==> config.mk <==
export PLATFORM = sky130hd
export DESIGN_NAME = ddp_top
export DESIGN_NICKNAME = d
export VERILOG_FILES = /design/src/ddp_pkg.sv /design/src/ddp_top.sv /design/src/ddp_mode_mem.sv
export VERILOG_INCLUDE_DIRS = /design/src
export SDC_FILE = /design/constraint.sdc
export NUM_CORES = 1
export LEC_CHECK = 0
export ABC_AREA = 1
export BUFFER_PORTS_ARGS = -buffer_cell sky130_fd_sc_hd__buf_2
export CAP_MARGIN = 15
export CORE_MARGIN = 8
export CORE_UTILIZATION = 45
export CTS_CLUSTER_DIAMETER = 80
export DETAILED_ROUTE_END_ITERATION = 8
export GPL_ROUTABILITY_DRIVEN = 0
export HOLD_SLACK_MARGIN = 0.08
export PLACE_DENSITY = 0.81
export SKIP_LAST_GASP = 1
export SYNTH_ARGS = -nofsm -noshare
export SYNTH_HDL_FRONTEND = slang
export SYNTH_SLANG_ARGS = --single-unit
export TNS_END_PERCENT = 20
==> constraint.sdc <==
create_clock -name clk_i -period 1.9 [get_ports clk_i]
set_clock_uncertainty 0.15 [all_clocks]
set_input_delay 0.19 -clock clk_i [delete_from_list [all_inputs] [get_ports clk_i]]
set_output_delay 0.19 -clock clk_i [all_outputs]
set_load 0.005 [all_outputs]
==> src/ddp_map.svh <==
// Purpose: Constants for the DRAM pin command interface
// Assumes: Included by bare name
// Notes:   Offsets here are mode register and address bit positions and burst counts
`ifndef DDP_MAP_SVH
`define DDP_MAP_SVH
`define DDP_BANKS       8
`define DDP_BA_W        3
`define DDP_ADDR_W      14
`define DDP_DQ_W        16
`define DDP_SYNC_W      44
`define DDP_BEATS       3'h4
`define DDP_PRE_SCOPE   10
`define DDP_EMR_RTT0    2
`define DDP_EMR_RTT1    6
`define DDP_EMR_ROSTB   11
`define DDP_MR_EXT1     2'h1
`define DDP_MR_RST      14'h0000
`endif

==> src/ddp_pkg.sv <==
// Purpose: Types for the DRAM pin command interface
// Assumes: Nothing
// Notes:   Power states are one-hot
package ddp_pkg;
   typedef enum logic [3:0] {
      PW_ACTIVE   = 4'h1,
      PW_PRE_PD   = 4'h2,
      PW_ACT_PD   = 4'h4,
      PW_SELF_REF = 4'h8
   } ddp_pwr_type;
   typedef enum logic [2:0] {
      CMD_NOP = 3'h0,
      CMD_ACT = 3'h1,
      CMD_RD  = 3'h2,
      CMD_WR  = 3'h3,
      CMD_PRE = 3'h4,
      CMD_REF = 3'h5,
      CMD_MODE = 3'h6
   } ddp_cmd_type;
endpackage

==> src/ddp_top.sv <==
// Purpose: Device-side pin command interface of a DDR2 DRAM
// Assumes: Pin clock far slower than clk_i; all pins are synchronised first
// Notes:   Burst length fixed; write lanes both timed by the lower strobe
// Operation
// - Capture control and address inputs at the rising crossing of the device clock.
// - Time read data against both clock crossings, one beat per half-cycle.
// - Clock enable high runs clocks, buffers and drivers; low stops clocks, drivers and command buffers.
// - Clock enable low: refresh gives self refresh; else idle banks give precharge down, open banks active down.
// - Power-down entry, exit and self refresh entry are clocked; self refresh exit is not.
// - Power-down keeps clock, termination, enable buffers; self refresh keeps only enable.
// - Commands sampled with rank select high are ignored.
// - Command comes from row, column and write strobes with rank select.
// - Registered termination request enables termination on data, strobe and mask pins.
// - Termination request is ignored when the extended mode register disables termination.
// - A write beat with mask sampled high is discarded.
// - Mask is sampled on both strobe edges.
// - In byte-wide mode an extended bit turns the mask pin into a read strobe.
// - Bank select picks the bank for activate, read, write and precharge.
// - During mode set, bank select picks which mode register is written.
// - Precharge closes one bank with the scope bit low, all banks when high.
// - Strobe edge-aligned with read data; centred in write data by the controller.
`timescale 1ns/1ps
`include "ddp_map.svh"
module ddp_top import ddp_pkg::*; (
   input  wire logic                     clk_i,
   input  wire logic                     rst_i,
   input  wire logic                     ck_i,
   input  wire logic                     cke_i,
   input  wire logic                     rank_select_n_i,
   input  wire logic                     row_strobe_n_i,
   input  wire logic                     col_strobe_n_i,
   input  wire logic                     write_strobe_n_i,
   input  wire logic [`DDP_BA_W-1:0]     bank_select_i,
   input  wire logic [`DDP_ADDR_W-1:0]   addr_i,
   input  wire logic                     termination_request_i,
   input  wire logic                     lower_byte_mask_i,
   input  wire logic                     upper_byte_mask_i,
   input  wire logic                     lower_byte_strobe_i,
   input  wire logic                     upper_byte_strobe_i,
   input  wire logic [`DDP_DQ_W-1:0]     dq_i,
   input  wire logic                     wide_org_i,
   input  wire logic [4*`DDP_DQ_W-1:0]   rd_data_i,
   output logic      [`DDP_DQ_W-1:0]     dq_o,
   output logic                          dq_oe_o,
   output logic                          lower_byte_strobe_o,
   output logic                          lower_byte_strobe_oe_o,
   output logic                          upper_byte_strobe_o,
   output logic                          upper_byte_strobe_oe_o,
   output logic                          read_only_strobe_o,
   output logic                          read_only_strobe_oe_o,
   output logic      [1:0]               term_en_o,
   output logic                          clocks_on_o,
   output logic                          inbuf_cmd_en_o,
   output logic                          inbuf_ck_term_en_o,
   output logic      [3:0]               pwr_state_o,
   output logic                          cmd_valid_o,
   output logic      [2:0]               cmd_code_o,
   output logic      [`DDP_BA_W-1:0]     cmd_bank_o,
   output logic      [`DDP_ADDR_W-1:0]   cmd_addr_o,
   output logic      [`DDP_BANKS-1:0]    bank_open_o,
   output logic                          wr_valid_o,
   output logic      [`DDP_DQ_W-1:0]     wr_data_o,
   output logic      [1:0]               wr_keep_o
);
   logic [`DDP_SYNC_W-1:0] s1_q, s2_q;
   logic ck_s, cke_s, cs_n_s, ras_n_s, cas_n_s, we_n_s, treq_s, lmask_s, umask_s, lstb_s;
   logic [`DDP_BA_W-1:0]   ba_s;
   logic [`DDP_ADDR_W-1:0] addr_s;
   logic [`DDP_DQ_W-1:0]   dq_s;
   logic ck_prev_q, dqs_prev_q, ck_rise, ck_edge, dqs_edge;
   ddp_pwr_type pwr_q;
   ddp_cmd_type cmd_now;
   logic cmd_fire, treq_q, rtt_on, ro_stb_en;
   logic [1:0]               term_q;
   logic [`DDP_ADDR_W-1:0]   emr1;
   logic [2:0]               wr_left_q, rd_left_q;
   logic [4*`DDP_DQ_W-1:0]   rd_buf_q;
   logic                     rd_oe_q, rd_stb_q;

   // Lane keeps its data when used and its mask is low or its mask pin is a read strobe
   function automatic logic lane_keep(input logic mask, input logic used, input logic is_stb);
      lane_keep = used & (is_stb | ~mask);
   endfunction

   // Command truth table, rank select forms part of the code
   function automatic ddp_cmd_type decode(input logic cs_n, input logic ras_n,
                                          input logic cas_n, input logic we_n);
      decode = CMD_NOP;
      if (!cs_n) begin
         unique case ({ras_n, cas_n, we_n})
            3'h0: decode = CMD_MODE;
            3'h1: decode = CMD_REF;
            3'h2: decode = CMD_PRE;
            3'h3: decode = CMD_ACT;
            3'h4: decode = CMD_WR;
            3'h5: decode = CMD_RD;
            3'h6: decode = CMD_NOP;
            3'h7: decode = CMD_NOP;
         endcase
      end
   endfunction

   // Two-flop synchroniser for every pin
   always_ff @(posedge clk_i) begin
      if (rst_i) begin
         s1_q <= '0;
         s2_q <= '0;
      end else begin
         s1_q <= {ck_i, cke_i, rank_select_n_i, row_strobe_n_i, col_strobe_n_i,
                  write_strobe_n_i, bank_select_i, addr_i, termination_request_i,
                  lower_byte_mask_i, upper_byte_mask_i, lower_byte_strobe_i,
                  upper_byte_strobe_i, dq_i};
         s2_q <= s1_q;
      end
   end

   // Unpack synchronised pins; upper strobe shares the lower strobe timing
   assign {ck_s, cke_s, cs_n_s, ras_n_s, cas_n_s, we_n_s, ba_s, addr_s, treq_s,
           lmask_s, umask_s, lstb_s} = s2_q[`DDP_SYNC_W-1:`DDP_DQ_W+1];
   assign dq_s = s2_q[`DDP_DQ_W-1:0];

   // Edge finders on the device clock and write strobe
   always_ff @(posedge clk_i) begin
      if (rst_i) begin
         ck_prev_q  <= 1'b0;
         dqs_prev_q <= 1'b0;
      end else begin
         ck_prev_q  <= ck_s;
         dqs_prev_q <= lstb_s;
      end
   end
   assign ck_rise  = ck_s & ~ck_prev_q;
   assign ck_edge  = ck_s ^ ck_prev_q;
   assign dqs_edge = (lstb_s ^ dqs_prev_q) & (pwr_q == PW_ACTIVE);

   assign cmd_now  = decode(cs_n_s, ras_n_s, cas_n_s, we_n_s);
   assign cmd_fire = ck_rise & cke_s & (pwr_q == PW_ACTIVE) & (cmd_now != CMD_NOP);

   // Power state machine
   always_ff @(posedge clk_i) begin
      if (rst_i) begin
         pwr_q <= PW_ACTIVE;
      end else begin
         unique case (pwr_q)
            PW_ACTIVE: begin
               if (ck_rise && !cke_s) begin
                  if (cmd_now == CMD_REF) begin
                     pwr_q <= PW_SELF_REF;
                  end else if (|bank_open_o) begin
                     pwr_q <= PW_ACT_PD;
                  end else begin
                     pwr_q <= PW_PRE_PD;
                  end
               end
            end
            PW_PRE_PD, PW_ACT_PD: begin
               if (ck_rise && cke_s) begin
                  pwr_q <= PW_ACTIVE;
               end
            end
            PW_SELF_REF: begin
               if (cke_s) begin
                  pwr_q <= PW_ACTIVE;
               end
            end
            default: pwr_q <= PW_ACTIVE;
         endcase
      end
   end
   assign pwr_state_o = pwr_q;

   // Clock and buffer gating
   always_ff @(posedge clk_i) begin
      if (rst_i) begin
         clocks_on_o       <= 1'b0;
         inbuf_cmd_en_o    <= 1'b0;
         inbuf_ck_term_en_o <= 1'b0;
      end else begin
         clocks_on_o       <= cke_s;
         inbuf_cmd_en_o    <= (pwr_q == PW_ACTIVE);
         inbuf_ck_term_en_o <= (pwr_q != PW_SELF_REF);
      end
   end

   // Command outputs and bank tracking
   always_ff @(posedge clk_i) begin
      if (rst_i) begin
         cmd_valid_o <= 1'b0;
         cmd_code_o  <= CMD_NOP;
         cmd_bank_o  <= '0;
         cmd_addr_o  <= '0;
         bank_open_o <= '0;
      end else begin
         cmd_valid_o <= cmd_fire;
         if (cmd_fire) begin
            cmd_code_o <= cmd_now;
            cmd_bank_o <= ba_s;
            cmd_addr_o <= addr_s;
            if (cmd_now == CMD_ACT) begin
               bank_open_o[ba_s] <= 1'b1;
            end else if (cmd_now == CMD_PRE) begin
               if (addr_s[`DDP_PRE_SCOPE]) begin
                  bank_open_o <= '0;
               end else begin
                  bank_open_o[ba_s] <= 1'b0;
               end
            end
         end
      end
   end

   // Mode registers, bank select picks the target word
   ddp_mode_mem u_mode (
      .clk_i     (clk_i),
      .rst_i     (rst_i),
      .wr_en_i   (cmd_fire && cmd_now == CMD_MODE),
      .wr_idx_i  (ba_s[1:0]),
      .wr_data_i (addr_s),
      .rd_idx_i  (`DDP_MR_EXT1),
      .rd_data_o (emr1)
   );
   assign rtt_on  = emr1[`DDP_EMR_RTT0] | emr1[`DDP_EMR_RTT1];
   assign ro_stb_en = emr1[`DDP_EMR_ROSTB] & ~wide_org_i;

   // Termination request, registered at the rising crossing
   always_ff @(posedge clk_i) begin
      if (rst_i) begin
         treq_q <= 1'b0;
         term_q <= 2'h0;
      end else begin
         if (pwr_q == PW_SELF_REF) begin
            treq_q <= 1'b0;
         end else if (ck_rise) begin
            treq_q <= treq_s;
         end
         term_q <= {treq_q & rtt_on & wide_org_i, treq_q & rtt_on};
      end
   end
   assign term_en_o = term_q;

   // Write beats on both strobe edges, masked beats dropped per lane
   always_ff @(posedge clk_i) begin
      if (rst_i) begin
         wr_left_q  <= 3'h0;
         wr_valid_o <= 1'b0;
         wr_data_o  <= '0;
         wr_keep_o  <= 2'h0;
      end else begin
         wr_valid_o <= 1'b0;
         if (cmd_fire && cmd_now == CMD_WR) begin
            wr_left_q <= `DDP_BEATS;
         end else if (dqs_edge && wr_left_q != 3'h0) begin
            wr_left_q  <= wr_left_q - 3'h1;
            wr_valid_o <= 1'b1;
            wr_data_o  <= dq_s;
            wr_keep_o  <= {lane_keep(umask_s, wide_org_i, 1'b0),
                           lane_keep(lmask_s, 1'b1, ro_stb_en)};
         end
      end
   end

   // Read beats on every clock crossing, strobe follows the clock
   always_ff @(posedge clk_i) begin
      if (rst_i) begin
         rd_left_q <= 3'h0;
         rd_buf_q  <= '0;
         rd_oe_q   <= 1'b0;
         rd_stb_q  <= 1'b0;
         dq_o      <= '0;
      end else if (!cke_s) begin
         rd_left_q <= 3'h0;
         rd_oe_q   <= 1'b0;
      end else if (cmd_fire && cmd_now == CMD_RD) begin
         rd_left_q <= `DDP_BEATS;
         rd_buf_q  <= rd_data_i;
      end else if (ck_edge) begin
         rd_stb_q <= ck_s;
         if (rd_left_q != 3'h0) begin
            rd_left_q <= rd_left_q - 3'h1;
            dq_o      <= rd_buf_q[`DDP_DQ_W-1:0];
            rd_buf_q  <= rd_buf_q >> `DDP_DQ_W;
            rd_oe_q   <= 1'b1;
         end else begin
            rd_oe_q <= 1'b0;
         end
      end
   end
   assign dq_oe_o                = rd_oe_q;
   assign lower_byte_strobe_o    = rd_stb_q;
   assign lower_byte_strobe_oe_o = rd_oe_q;
   assign upper_byte_strobe_o    = rd_stb_q;
   assign upper_byte_strobe_oe_o = rd_oe_q & wide_org_i;
   assign read_only_strobe_o     = rd_stb_q;
   assign read_only_strobe_oe_o  = rd_oe_q & ro_stb_en;
endmodule

==> src/ddp_mode_mem.sv <==
// Purpose: Storage of the base and extended mode registers
// Assumes: One write port, one registered read port
// Notes:   Cleared by reset
`timescale 1ns/1ps
`include "ddp_map.svh"
module ddp_mode_mem (
   input  wire logic                     clk_i,
   input  wire logic                     rst_i,
   input  wire logic                     wr_en_i,
   input  wire logic [1:0]               wr_idx_i,
   input  wire logic [`DDP_ADDR_W-1:0]   wr_data_i,
   input  wire logic [1:0]               rd_idx_i,
   output logic      [`DDP_ADDR_W-1:0]   rd_data_o
);
   logic [`DDP_ADDR_W-1:0] mem_q [4];

   // Write one mode register word
   always_ff @(posedge clk_i) begin
      if (rst_i) begin
         for (int i = 0; i < 4; i++) begin
            mem_q[i] <= `DDP_MR_RST;
         end
      end else if (wr_en_i) begin
         mem_q[wr_idx_i] <= wr_data_i;
      end
   end

   // Registered read data
   always_ff @(posedge clk_i) begin
      if (rst_i) begin
         rd_data_o <= `DDP_MR_RST;
      end else begin
         rd_data_o <= mem_q[rd_idx_i];
      end
   end
endmodule

==> impl_summary.md, run 1 <==
Flow run
Across the run, the number of max-cap violations was 0.

Worst setup path
The most critical setup path has its endpoint at rd_buf_q[5]$_SDFFE_PP0P_. Along the worst path, the maximum fanout reaches 11. The worst setup path is captured at a flip-flop.

The worst setup path is of the flip-flop to flip-flop kind. The biggest cell delay along the critical path is just over 0.3 ns. The data arrival time of the critical path is 2.12 ns. The critical path goes through inv_1 > nand3_1 > nor2_4 > nand3_2 > buf_4 > nand2_1 > nand2_1 > nor2_1 > nor2_1.

The data required time of the worst path is roughly 2.2 ns. The slowest stage cell on the critical path is dfxtp_1. The end of the worst register-to-register path is rd_buf_q[5]$_SDFFE_PP0P_.

The startpoint identified for the worst register-to-register timing path is s2_q[41]$_SDFF_PP0_. The path depth of the worst reg2reg path is 9. The worst setup path is launched from a flip-flop. The startpoint of the most critical setup path is s2_q[41]$_SDFF_PP0_.

The reg-to-reg setup timing slack is 0.05 ns.

Clock network
The CTS H-tree depth is 1. The register clock-pin slew on the reported worst setup and hold paths is roughly 0.060 ns. The maximum count of clock buffers along a single path is 3.

The clock drives 240 sinks. TritonCTS built the clock tree. The root buffer cell chosen for the clock tree is clkbuf_16. In this run, CTS created clock tree buffers numbering 26. The clock insertion delay at the later pin of the skew report is between 0.5 and 0.6 ns.

Synthesis
The part of the Yosys area used for sequential elements is between 50% and 60%. The mean cell area of the mapped netlist is between 7 and 8 um^2. The biggest area consumer among synthesized cells is dfxtp_1.

Counting flops and latches in the post-synthesis netlist gives 240. The number of warnings printed during yosys synthesis is 0. The proportion of netlist area held by the largest area contributor is 49.4%. Ranked by total cell area, the synthesized netlist is headed by dfxtp_1, nor2_1, nand2_1.

The count of different cell masters after synthesis is 34. The total standard cell area after synthesis is between 9000 and 10,000 um^2. The post-synth net total is between 1,000 and 1,500. Synthesis produced a netlist whose cell count is approximately 1,300.

Detailed routing
The detailed router placed 9,345 vias in this run. After detailed routing, the wire length on met1 is 11,200 um. The first TritonRoute pass finished after 6 iterations.

The met3 wirelength from detailed routing is about 2400 um. The number of DRC violations after detailed routing is 0. The routed wire length per instance is between 15 and 20 um. Dividing the detail-routed via count by the number of cells gives roughly 5. The detailed-route wire length is roughly 29,000 um. The count of nets left with antenna violations once routing finished came out at 0.

The highest metal layer used by the detailed router is met4. The routed length on met2 is ~14,000 um. The violation count after the first detailed-routing iteration is 789.

Hold path
The min-delay analysis places its worst path in the category primary input to flip-flop. The worst hold path was traced through 4 stages.

STA
Setup repair after global routing could not meet its margin everywhere. Measured against its own limit, the worst slew margin works out to approximately 67%. The achievable clock frequency is 541 MHz. The final number of hold-violating endpoints is 0. The max-slew violation total from the final report was 0. The accumulated negative setup slack is 0 ns. The final setup violation count is 0. The routed design could run at a clock period as short as 1.85 ns.

For the pin with the worst max-slew slack, the measured transition is around 0.49 ns. The share of the cycle needed by the critical path after routing is a little over nine tenths.

Pwr
Summed over all cells, the static leakage comes to about 6.4 nW. For this design the ratio of total power to cell area is between 800 and 900 nW/um^2. The peak supply drop is 0.000674 V.

Floorplanning
The floorplan has 53 rows. Measured along the x axis, the die boundary spans around 160 um. The die outline area is 26,300 um^2. The die is 162 um tall. The core area is 21,000 um^2.

The initial cell density of the core is a little under half. Pin placement for this block handled between 150 and 200 I/O pins.

Layout
After the last flow step, the layout net total stands at ~1,700. The count of non-filler cells in the finished layout is around 1,900. Leaving out fill and tap cells, the most frequent cell in the layout is nor2_1. In the layout the commonest cells are nor2_1, dfxtp_1, nand2_1, buf_2, inv_1. The layout-stage area growth over the synthesis result is 35.2%. Of the cells placed in the final design, the portion with a size suffix greater than 1 is 18.5%.

GRT
The number of antenna violations at the first check in global routing is 0. The total congestion overflow is 0. The total routing resource utilization after global routing is around a fifth. The first-pass GRT wire length is roughly 45,000 um. Entering global routing, the biggest net connects between 100 and 150 pins. The number of global-route vias before repair is 9,016.

Place
Detailed placement ended at an HPWL of roughly 17,000 um. The total instance count after detailed placement is between 1,500 and 2,000. The number of buffers added on ports is between 150 and 200.

Status
The run finished with clean final reports.
## worst min path at each step
stage | startpoint | endpoint | slack [ns]
floorplan | dq_i[0] | s1_q[0]$_SDFF_PP0_ | 0.15
global placement | addr_i[8] | s1_q[29]$_SDFF_PP0_ | 0.24
detailed placement | s1_q[10]$_SDFF_PP0_ | s2_q[10]$_SDFF_PP0_ | 0.24
CTS | dq_i[3] | s1_q[3]$_SDFF_PP0_ | 0.21
global route | dq_i[13] | s1_q[13]$_SDFF_PP0_ | 0.25
finish | dq_i[11] | s1_q[11]$_SDFF_PP0_ | 0.24
## cell families after synthesis
family	after synthesis	share of synthesized area [%]
xor+xnor	2	0.182
fa+ha+maj	6	0.782
compound gates	78	4.20
flops	240	50.3
buf+inv	239	10.1
simple gates	736	34.2
mux	2	0.221
## layout make-up
| cell class | instances | area [um^2] |
|---|---|---|
| tap | 275 | 344 |
| multi-input combinational | 825 | 3870 |
| inverter | 153 | 579 |
| clock inverter | 4 | 73.8 |
| sequential | 240 | 4840 |
| antenna | 1 | 2.50 |
| fill | 1721 | 7970 |
| clock buffer | 37 | 732 |
| timing repair buffer | 339 | 2540 |
## where the power goes
part	total, mW	leakage (nW)	switching [mW]	internal (mW)
combinational	1.13	4.01	0.608	0.527
sequential	5.27	1.96	0.0766	5.19
clock	4.79	0.391	1.99	2.80
total	11.2	6.36	2.67	8.52
## registers in the layout (all words and copies together), names as in the netlist, 4 cells and up, named ones only
name         cells
bank_open_o      8
cmd_addr_o      14
dq_o            16
pwr_state_o      4
rd_buf_q        64
s1_q            43
s2_q            40
wr_data_o       16
## synthesized netlist by cell type, drive strengths merged
cell type and count:
a211oi 1, a21boi 2, a21oi 31, a22oi 1, and3 1, buf 44
clkbuf 42, dfxtp 237, edfxtp 3, ha 6, inv 153, mux2 1
mux2i 1, nand2 223, nand3 68, nand3b 64, nand4 52, nor2 320
nor3 7, nor4 1, o21ai 42, o31ai 1, xor2 2
## routing by layer
metal  global-route usage, %  vias up
li1                        -     4602
met1                    23.4     4199
met2                    36.6      443
met3                    5.21      101
met4                    8.46        0
met5                       0        -
## metrics by stage
stage	cell area (um^2)	util [%]	power, mW	hold WS [ns]	worst slack, ns
after global routing	13000	62.0	11.6	0.250	-0.0295
after global placement	10900	52.1	6.19	0.237	0.00619
final	13000	62.0	11.2	0.241	0.0517
after CTS	12800	61.2	11.1	0.214	-0.00514
after floorplan	9610	-	5.87	0.147	0.00359
after detailed placement	10900	52.1	6.22	0.242	-0.0768
## timing repair
item	CTS	global route
setup buffers	1	6
gates resized for setup	4	28
endpoints found under the hold margin	114	0
cloned	0	2
hold buffers	109	0
pin swaps	0	7
endpoints found under the setup margin	16	89
## critical path, delay by kind of cell (launching register included)
family / cells / cell delay, ns
buf+inv: 2 / 0.34
flops: 1 / 0.31
simple gates: 7 / 0.93
(Power assumes the default switching activity.)
==> run 2: changes to the inputs <==
SETUP_SLACK_MARGIN = 0.15   (was unset)
==> impl_summary.md, run 2 (synthesis gave the netlist of run 1 again) <==
Floorplanning
The die outline area is 26,300 um^2 (unchanged). The floorplan row count is 53 (unchanged). The floorplan die width is 162 um (unchanged). The core area came to 21,000 um^2 (unchanged).

The count of pins on the block boundary was 191 (unchanged). The initial cell density of the core was 45.8% (unchanged). The die extent in y is 162 um (unchanged).

Worst setup path
The worst setup path is captured at a flip-flop. Among all stages on the critical path, the largest delay is contributed by dfxtp_2. The critical path start-end classification is flip-flop to flip-flop. Walking the worst path, the cells encountered are inv_2 > nor2_4 > nand2_4 > nor2_8 > nand3_4 > buf_6 > buf_6 > nand2_1 > nand2_1 > nor2_1 > nor2_1. The category of the worst setup path launch point is a flip-flop. The biggest cell delay along the critical path came to 0.33 ns (+0.02 ns). The data required time of the worst path came to 2.16 ns (about the same). The path depth of the worst reg2reg path is 11 (+2). The reg-to-reg setup timing slack is 0.07 ns (+0.02 ns). In this run the critical register-to-register path is captured at rd_buf_q[26]$_SDFFE_PP0P_. The data arrival time of the critical path was 2.09 ns (-0.03 ns).

The reg-to-reg startpoint is pwr_state_o[0]$_SDFFE_PP1P_. The top fanout value on the critical path was 18 (+7).

Clock network
TritonCTS built the clock tree. The tree is rooted in a clkbuf_16. The CTS H-tree depth is 1 (unchanged). The clock insertion delay at the later pin of the skew report is 0.52 ns (about the same). The register clock-pin slew on the reported worst setup and hold paths came to 0.06 ns (about the same). The maximum count of clock buffers along a single path was 3 (unchanged). The TritonCTS sink count is 240 (unchanged).

The total CTS buffers is 26 (unchanged).

Place
The total instance count after detailed placement was 1,711 (-0.18%). The HPWL after detailed placement is 16,600 um (-1.3%). The setup slack after placement was -0.0368 ns (+0.0399 ns).

The number of buffers added on ports is 189 (unchanged).

GRT
The total congestion overflow came to 0 (unchanged). The number of global-route vias before repair was 9,251 (+2.6%). The first-pass GRT wire length is 46,400 um (+2.9%). The total routing resource utilization after global routing is 21.3% (+0.56 points). The number of antenna violations at the first check in global routing is 2 (+2). The pin count of the biggest net entering global routing is 73 (-36%).

STA
The least setup slack across all paths after layout came to 0.0734 ns (+0.0217 ns). The worst-margin pin slew is 0.642 ns (+0.155 ns). The max-slew violation total from the final report is 0 (unchanged). The final setup violation count was 0 (unchanged). The final number of hold-violating endpoints was 0 (unchanged). The worst slew margin relative to its limit is 57.2% (-10 points). The achievable clock frequency is 547 MHz (+1.2%).

The share of the cycle needed by the critical path after routing is 96.1% (-1.1 points). The time the final worst path needs with I/O delays and setup came to 1.83 ns (-0.0217 ns). The worst hold slack after final layout is 0.245 ns (+0.00392 ns). Setup repair after global routing could not meet its margin everywhere.

Hold path
The path class of the tightest hold or removal check is flip-flop to flip-flop. The launch point of the worst hold path is s1_q[43]$_SDFF_PP0_. The worst-case hold path end point is s2_q[43]$_SDFF_PP0_. The count of cells along the worst hold path was 2 (-2).

Layout
The largest registers in the layout are rd_buf_q: 64 flops, s1_q: 43 flops, s2_q: 40 flops. The final layout net count was 1,714 (+0.71%). The count of non-filler cells in the finished layout is 1,894 (+1.1%). More flip-flops sit in one register than any other, and that register is rd_buf_q. Leaving out fill and tap cells, the most frequent cell in the layout is nor2_1. The ratio of cells with drive above 1 in the final layout is 21.9% (+3.4 points). Compared with the post-synthesis result, the final layout area differs by 40.4%. The number of flip-flops in the largest register is 64 (unchanged). In the layout the commonest cells are nor2_1, dfxtp_1, nand2_1, buf_2, inv_1.

Status
The flow ran to the end, and the final reports show no timing, DRC or antenna violations.

Detailed routing
The detailed-route vias per instance was 5.10 (+2.4%). The routed wire length per instance is 16.0 um (+4.3%). The remaining antenna violation count is 0 (unchanged). The detailed-route wire length came to 30,300 um (+5.4%). The violation count after the first detailed-routing iteration is 836 (+6.0%). The vias after detailed routing is 9,668 (+3.5%). The number of DRC violations after detailed routing is 0 (unchanged). The first-pass iteration count of the detailed router came to 5 (-1).

Flow run
The number of violations of the max-capacitance limit is 0 (unchanged).

Pwr
The peak supply drop is 0.000814 V (+21%). The power density over the cells is 883 nW/um^2 (+2.5%). The static leakage is 6.61 nW (+3.9%).
run 2: cell count changes in the layout (fill, tap and decap cells not counted), sizes merged, moves of 3 or more:
cell    delta
clkinv     +3
clkbuf     +3
bufinv     +4
buf        +8
run 2: through the flow:
step / utilization, % / total power [mW] / setup TNS (ns) / area (um^2)
2_1_floorplan: - / 5.88 / 0 / 9650
3_3_place_gp: 51.7 / 6.21 / 0 / 10800
3_5_place_dp: 51.7 / 6.23 / -0.397 / 10800
4_1_cts: 62.7 / 11.9 / 0 / 13100
5_1_grt: 64.3 / 12.3 / -0.0130 / 13500
6_report: 64.3 / 11.9 / 0 / 13500
run 2: where the power goes:
part	internal (mW)	switching [mW]
sequential	5.19	0.0793
combinational	0.531	0.640
clock	3.43	2.04
total	9.15	2.76
run 2: final cells by class:
type / count / area [um^2]
diodes: 2 / 5.00
clock buffers: 36 / 749
clock inverters: 12 / 189
fillers: 1611 / 7480
inverters: 153 / 589
multi-input cells: 824 / 4010
flip-flops and latches: 240 / 4840
well taps: 275 / 344
repair buffers: 352 / 2750
run 2: worst max-delay path by stage:
stage	start	to	slack (ns)	cells after the start
floorplan	rd_left_q[0]$_SDFFE_PP0P_	dq_o[6]$_SDFFE_PP0P_	0.16	11
global placement	rd_left_q[0]$_SDFFE_PP0P_	dq_o[15]$_SDFFE_PP0P_	0.02	10
detailed placement	rd_left_q[0]$_SDFFE_PP0P_	dq_o[0]$_SDFFE_PP0P_	-0.04	10
CTS	rd_left_q[0]$_SDFFE_PP0P_	rd_buf_q[21]$_SDFFE_PP0P_	0.11	10
global route	pwr_state_o[0]$_SDFFE_PP1P_	rd_buf_q[26]$_SDFFE_PP0P_	-0.01	11
finish	pwr_state_o[0]$_SDFFE_PP1P_	rd_buf_q[26]$_SDFFE_PP0P_	0.07	11
run 2: what timing repair did:
item                                    CTS  global route
resized for setup                        26            63
endpoints found under the setup margin   96           118
hold endpoints to repair                118             0
hold buffers                            109             0
gates cloned                              2             6
setup buffers                            11             6
pin swaps                                 7             8
run 2: layer usage:
metal	vias to the layer above	GRT usage, %	routed length (um)
li1	4640	-	-
met3	94	5.01	2570
met4	0	7.74	1030
met2	493	38.3	15300
met1	4441	24.0	11400
met5	-	0	0
run 2: worst max-delay path: cells and delay by family (launching register included):
family                 cells  cell delay, ns
buffers and inverters      3            0.37
AND/OR/NAND/NOR            8            0.86
flip-flops                 1            0.33
==> run 3: changes to the inputs <==
CORE_UTILIZATION = 50   (was 45)
PLACE_DENSITY = 0.87   (was 0.81)
==> impl_summary.md, run 3 (synthesis gave the netlist of run 1 again) <==
Status
The flow ran to the end, and the final reports show no timing, DRC or antenna violations.

Layout
The most common cell after layout, fill and taps aside is nor2_1. The final layout net count came to 1,713 (-0.058%). The ratio of cells with drive above 1 in the final layout is 19.2% (-2.7 points). The number of flip-flops in the largest register is 64 (unchanged). The largest registers in the layout are rd_buf_q: 64 flops, s1_q: 43 flops, s2_q: 40 flops. The layout-stage area growth over the synthesis result is 37.8%. The register ranked first by flip-flop count is rd_buf_q. The share of the core filled with cells came to 70.5% (+6.2 points).

Leaving out fill and tap cells, the most frequent cells in the layout are nor2_1, dfxtp_1, nand2_1, buf_2, inv_1. The finished layout cell area is 13,200 um^2 (-1.8%).

Clock network
The tree is rooted in a clkbuf_16. The clock insertion delay at the later pin of the skew report came to 0.51 ns (about the same). The CTS H-tree depth is 1 (unchanged).

The clock tree from TritonCTS is built. The register clock-pin slew on the reported worst setup and hold paths was 0.06 ns (about the same). The total CTS buffers was 25 (-3.8%).

The maximum count of clock buffers along a single path is 3 (unchanged). The TritonCTS sink count is 240 (unchanged).

Hold path
The launch point of the worst hold path is s1_q[17]$_SDFF_PP0_. The path with the worst hold slack has its endpoint at s2_q[17]$_SDFF_PP0_. The class of the most critical hold timing path is flip-flop to flip-flop. The count of cells along the worst hold path is 2 (unchanged).

Worst setup path
The setup path with the least slack is of type flip-flop to flip-flop. The path depth of the worst reg2reg path came to 11 (unchanged). The end of the worst register-to-register path is rd_buf_q[31]$_SDFFE_PP0P_. The category of the worst setup path launch point is a flip-flop. The top fanout value on the critical path came to 7 (-11). The reg-to-reg setup timing slack was 0.09 ns (+0.02 ns).

The data arrival time of the critical path is 2.07 ns (-0.02 ns). For this design, the slowest cell found on the critical path is dfxtp_2. The kind of end point of the critical path is a flip-flop. The biggest cell delay along the critical path is 0.32 ns (about the same).

The startpoint identified for the worst register-to-register timing path is ck_prev_q$_SDFF_PP0_. The data required time of the worst path is 2.16 ns (about the same). The signal on the critical path passes through inv_2 > ha_4 > nand2_4 > nor2_8 > nand3_4 > buf_12 > buf_16 > nand2_1 > nand2_1 > nor2_1 > nor2_1.

STA
The time the final worst path needs with I/O delays and setup is 1.81 ns (-0.0170 ns). The accumulated negative setup slack is 0 ns (unchanged). The worst hold slack after final layout is 0.247 ns (+0.00182 ns). The achievable clock frequency was 553 MHz (+0.94%).

The worst slew margin relative to its limit is 60.8% (+3.6 points). The least setup slack across all paths after layout is 0.0904 ns (+0.0170 ns). The max-slew violation total from the final report is 0 (unchanged). The share of the cycle needed by the critical path after routing is 95.2% (-0.90 points).

The final number of hold-violating endpoints is 0 (unchanged). The final setup violation count is 0 (unchanged). The worst-margin pin slew was 0.582 ns (-0.0603 ns). Setup repair after global routing could not meet its margin everywhere.

GRT
The first-pass GRT wire length is 48,400 um (+4.3%). The total routing resource utilization after global routing is 24.7% (+3.4 points). The pin count of the biggest net entering global routing was 99 (+36%). The total congestion overflow is 0 (unchanged).

The number of global-route vias before repair is 9,456 (+2.2%). The number of antenna violations at the first check in global routing came to 2 (unchanged).

Place
The number of buffers added on ports is 189 (unchanged). The setup slack after placement is -0.0309 ns (+0.00588 ns). The cell area after placement came to 10,800 um^2 (-0.29%). The HPWL after detailed placement is 16,600 um (-0.15%).

Pwr
The power density over the cells is 853 nW/um^2 (-3.5%). The peak supply drop was 0.000710 V (-13%). The static leakage is 6.51 nW (-1.4%).

Floorplanning
The count of pins on the block boundary came to 191 (unchanged). The die outline area is 23,900 um^2 (-9.0%). The floorplan die width is 155 um (-4.6%). The initial cell density of the core was 51.2% (+5.3 points).

The core area was 18,800 um^2 (-10%). The die extent in y came to 155 um (-4.6%). The floorplan row count is 50 (-5.7%).

Detailed routing
The vias after detailed routing was 9,692 (+0.25%). The detailed-route wire length was 30,600 um (+0.82%). The routed wire length per instance is 16.5 um (+3.0%). The first-pass iteration count of the detailed router is 5 (unchanged). The violation count after the first detailed-routing iteration was 722 (-14%). The detailed-route vias per instance is 5.23 (+2.5%).

The number of DRC violations after detailed routing is 0 (unchanged). The remaining antenna violation count came to 0 (unchanged).

Flow run
The number of violations of the max-capacitance limit was 0 (unchanged).
[run 3: changes by cell type in the layout (fill, tap and decap cells not counted), sizes merged, moves of 2 or more]
| cell | previous run | this run |
|---|---|---|
| clkbuf | 41 | 36 |
| clkinvlp | 1 | 3 |
| dlygate4sd3 | 109 | 126 |
| bufinv | 5 | 2 |
| diode | 2 | 5 |
| buf | 237 | 225 |
[run 3: where the power goes]
group	switching [mW]	internal, mW
registers	0.0863	5.19
clock network	1.96	2.89
logic	0.627	0.537
[run 3: worst max path at each step]
stage | depth (start not counted) | startpoint | end | slack (ns)
3_3_place_gp | 10 | rd_left_q[0]$_SDFFE_PP0P_ | dq_o[11]$_SDFFE_PP0P_ | 0.06
3_5_place_dp | 10 | rd_left_q[0]$_SDFFE_PP0P_ | dq_o[4]$_SDFFE_PP0P_ | -0.03
2_1_floorplan | 11 | rd_left_q[0]$_SDFFE_PP0P_ | dq_o[6]$_SDFFE_PP0P_ | 0.16
6_report | 11 | ck_prev_q$_SDFF_PP0_ | rd_buf_q[31]$_SDFFE_PP0P_ | 0.09
5_1_grt | 11 | ck_prev_q$_SDFF_PP0_ | rd_buf_q[28]$_SDFFE_PP0P_ | -0.004
4_1_cts | 10 | rd_left_q[0]$_SDFFE_PP0P_ | dq_o[7]$_SDFFE_PP0P_ | 0.12
[run 3: critical path: cells and delay by family, from the launching register on]
kind	cells	cell delay, ns
simple gates	7	0.71
buf+inv	3	0.39
flops	1	0.32
fa+ha+maj	1	0.15
[run 3: cell type report]
type                            count  area [um^2]
Antenna cell                        5         12.5
Clock buffer                       35          713
Clock inverter                     10          113
Fill cell                        1341         5540
Inverter                          153          582
Multi-Input combinational cell    824         3930
Sequential cell                   240         4840
Tap cell                          234          293
Timing Repair Buffer              352         2750
[run 3: what timing repair did]
action                                  CTS  global route
setup buffers                             7             1
pin swaps                                 4             8
gates resized for setup                  24            33
hold endpoints to repair                142             0
cloned                                    2             1
endpoints found under the setup margin   76           122
hold buffers                            126             0
[run 3: stage by stage]
stage | cells | power [mW]
after floorplan | 1303 | 5.88
after global placement | 1666 | 6.18
after detailed placement | 1666 | 6.21
after CTS | 1846 | 11.3
after global routing | 1850 | 11.7
final | 1853 | 11.3
[run 3: layer usage]
layer	part of all wire (%)	track usage, %	vias to the layer above
met5	0	0	-
met4	4.3	10.7	0
met3	8.9	5.49	107
met2	51	44.7	524
met1	36	27.2	4418
li1	-	-	4643
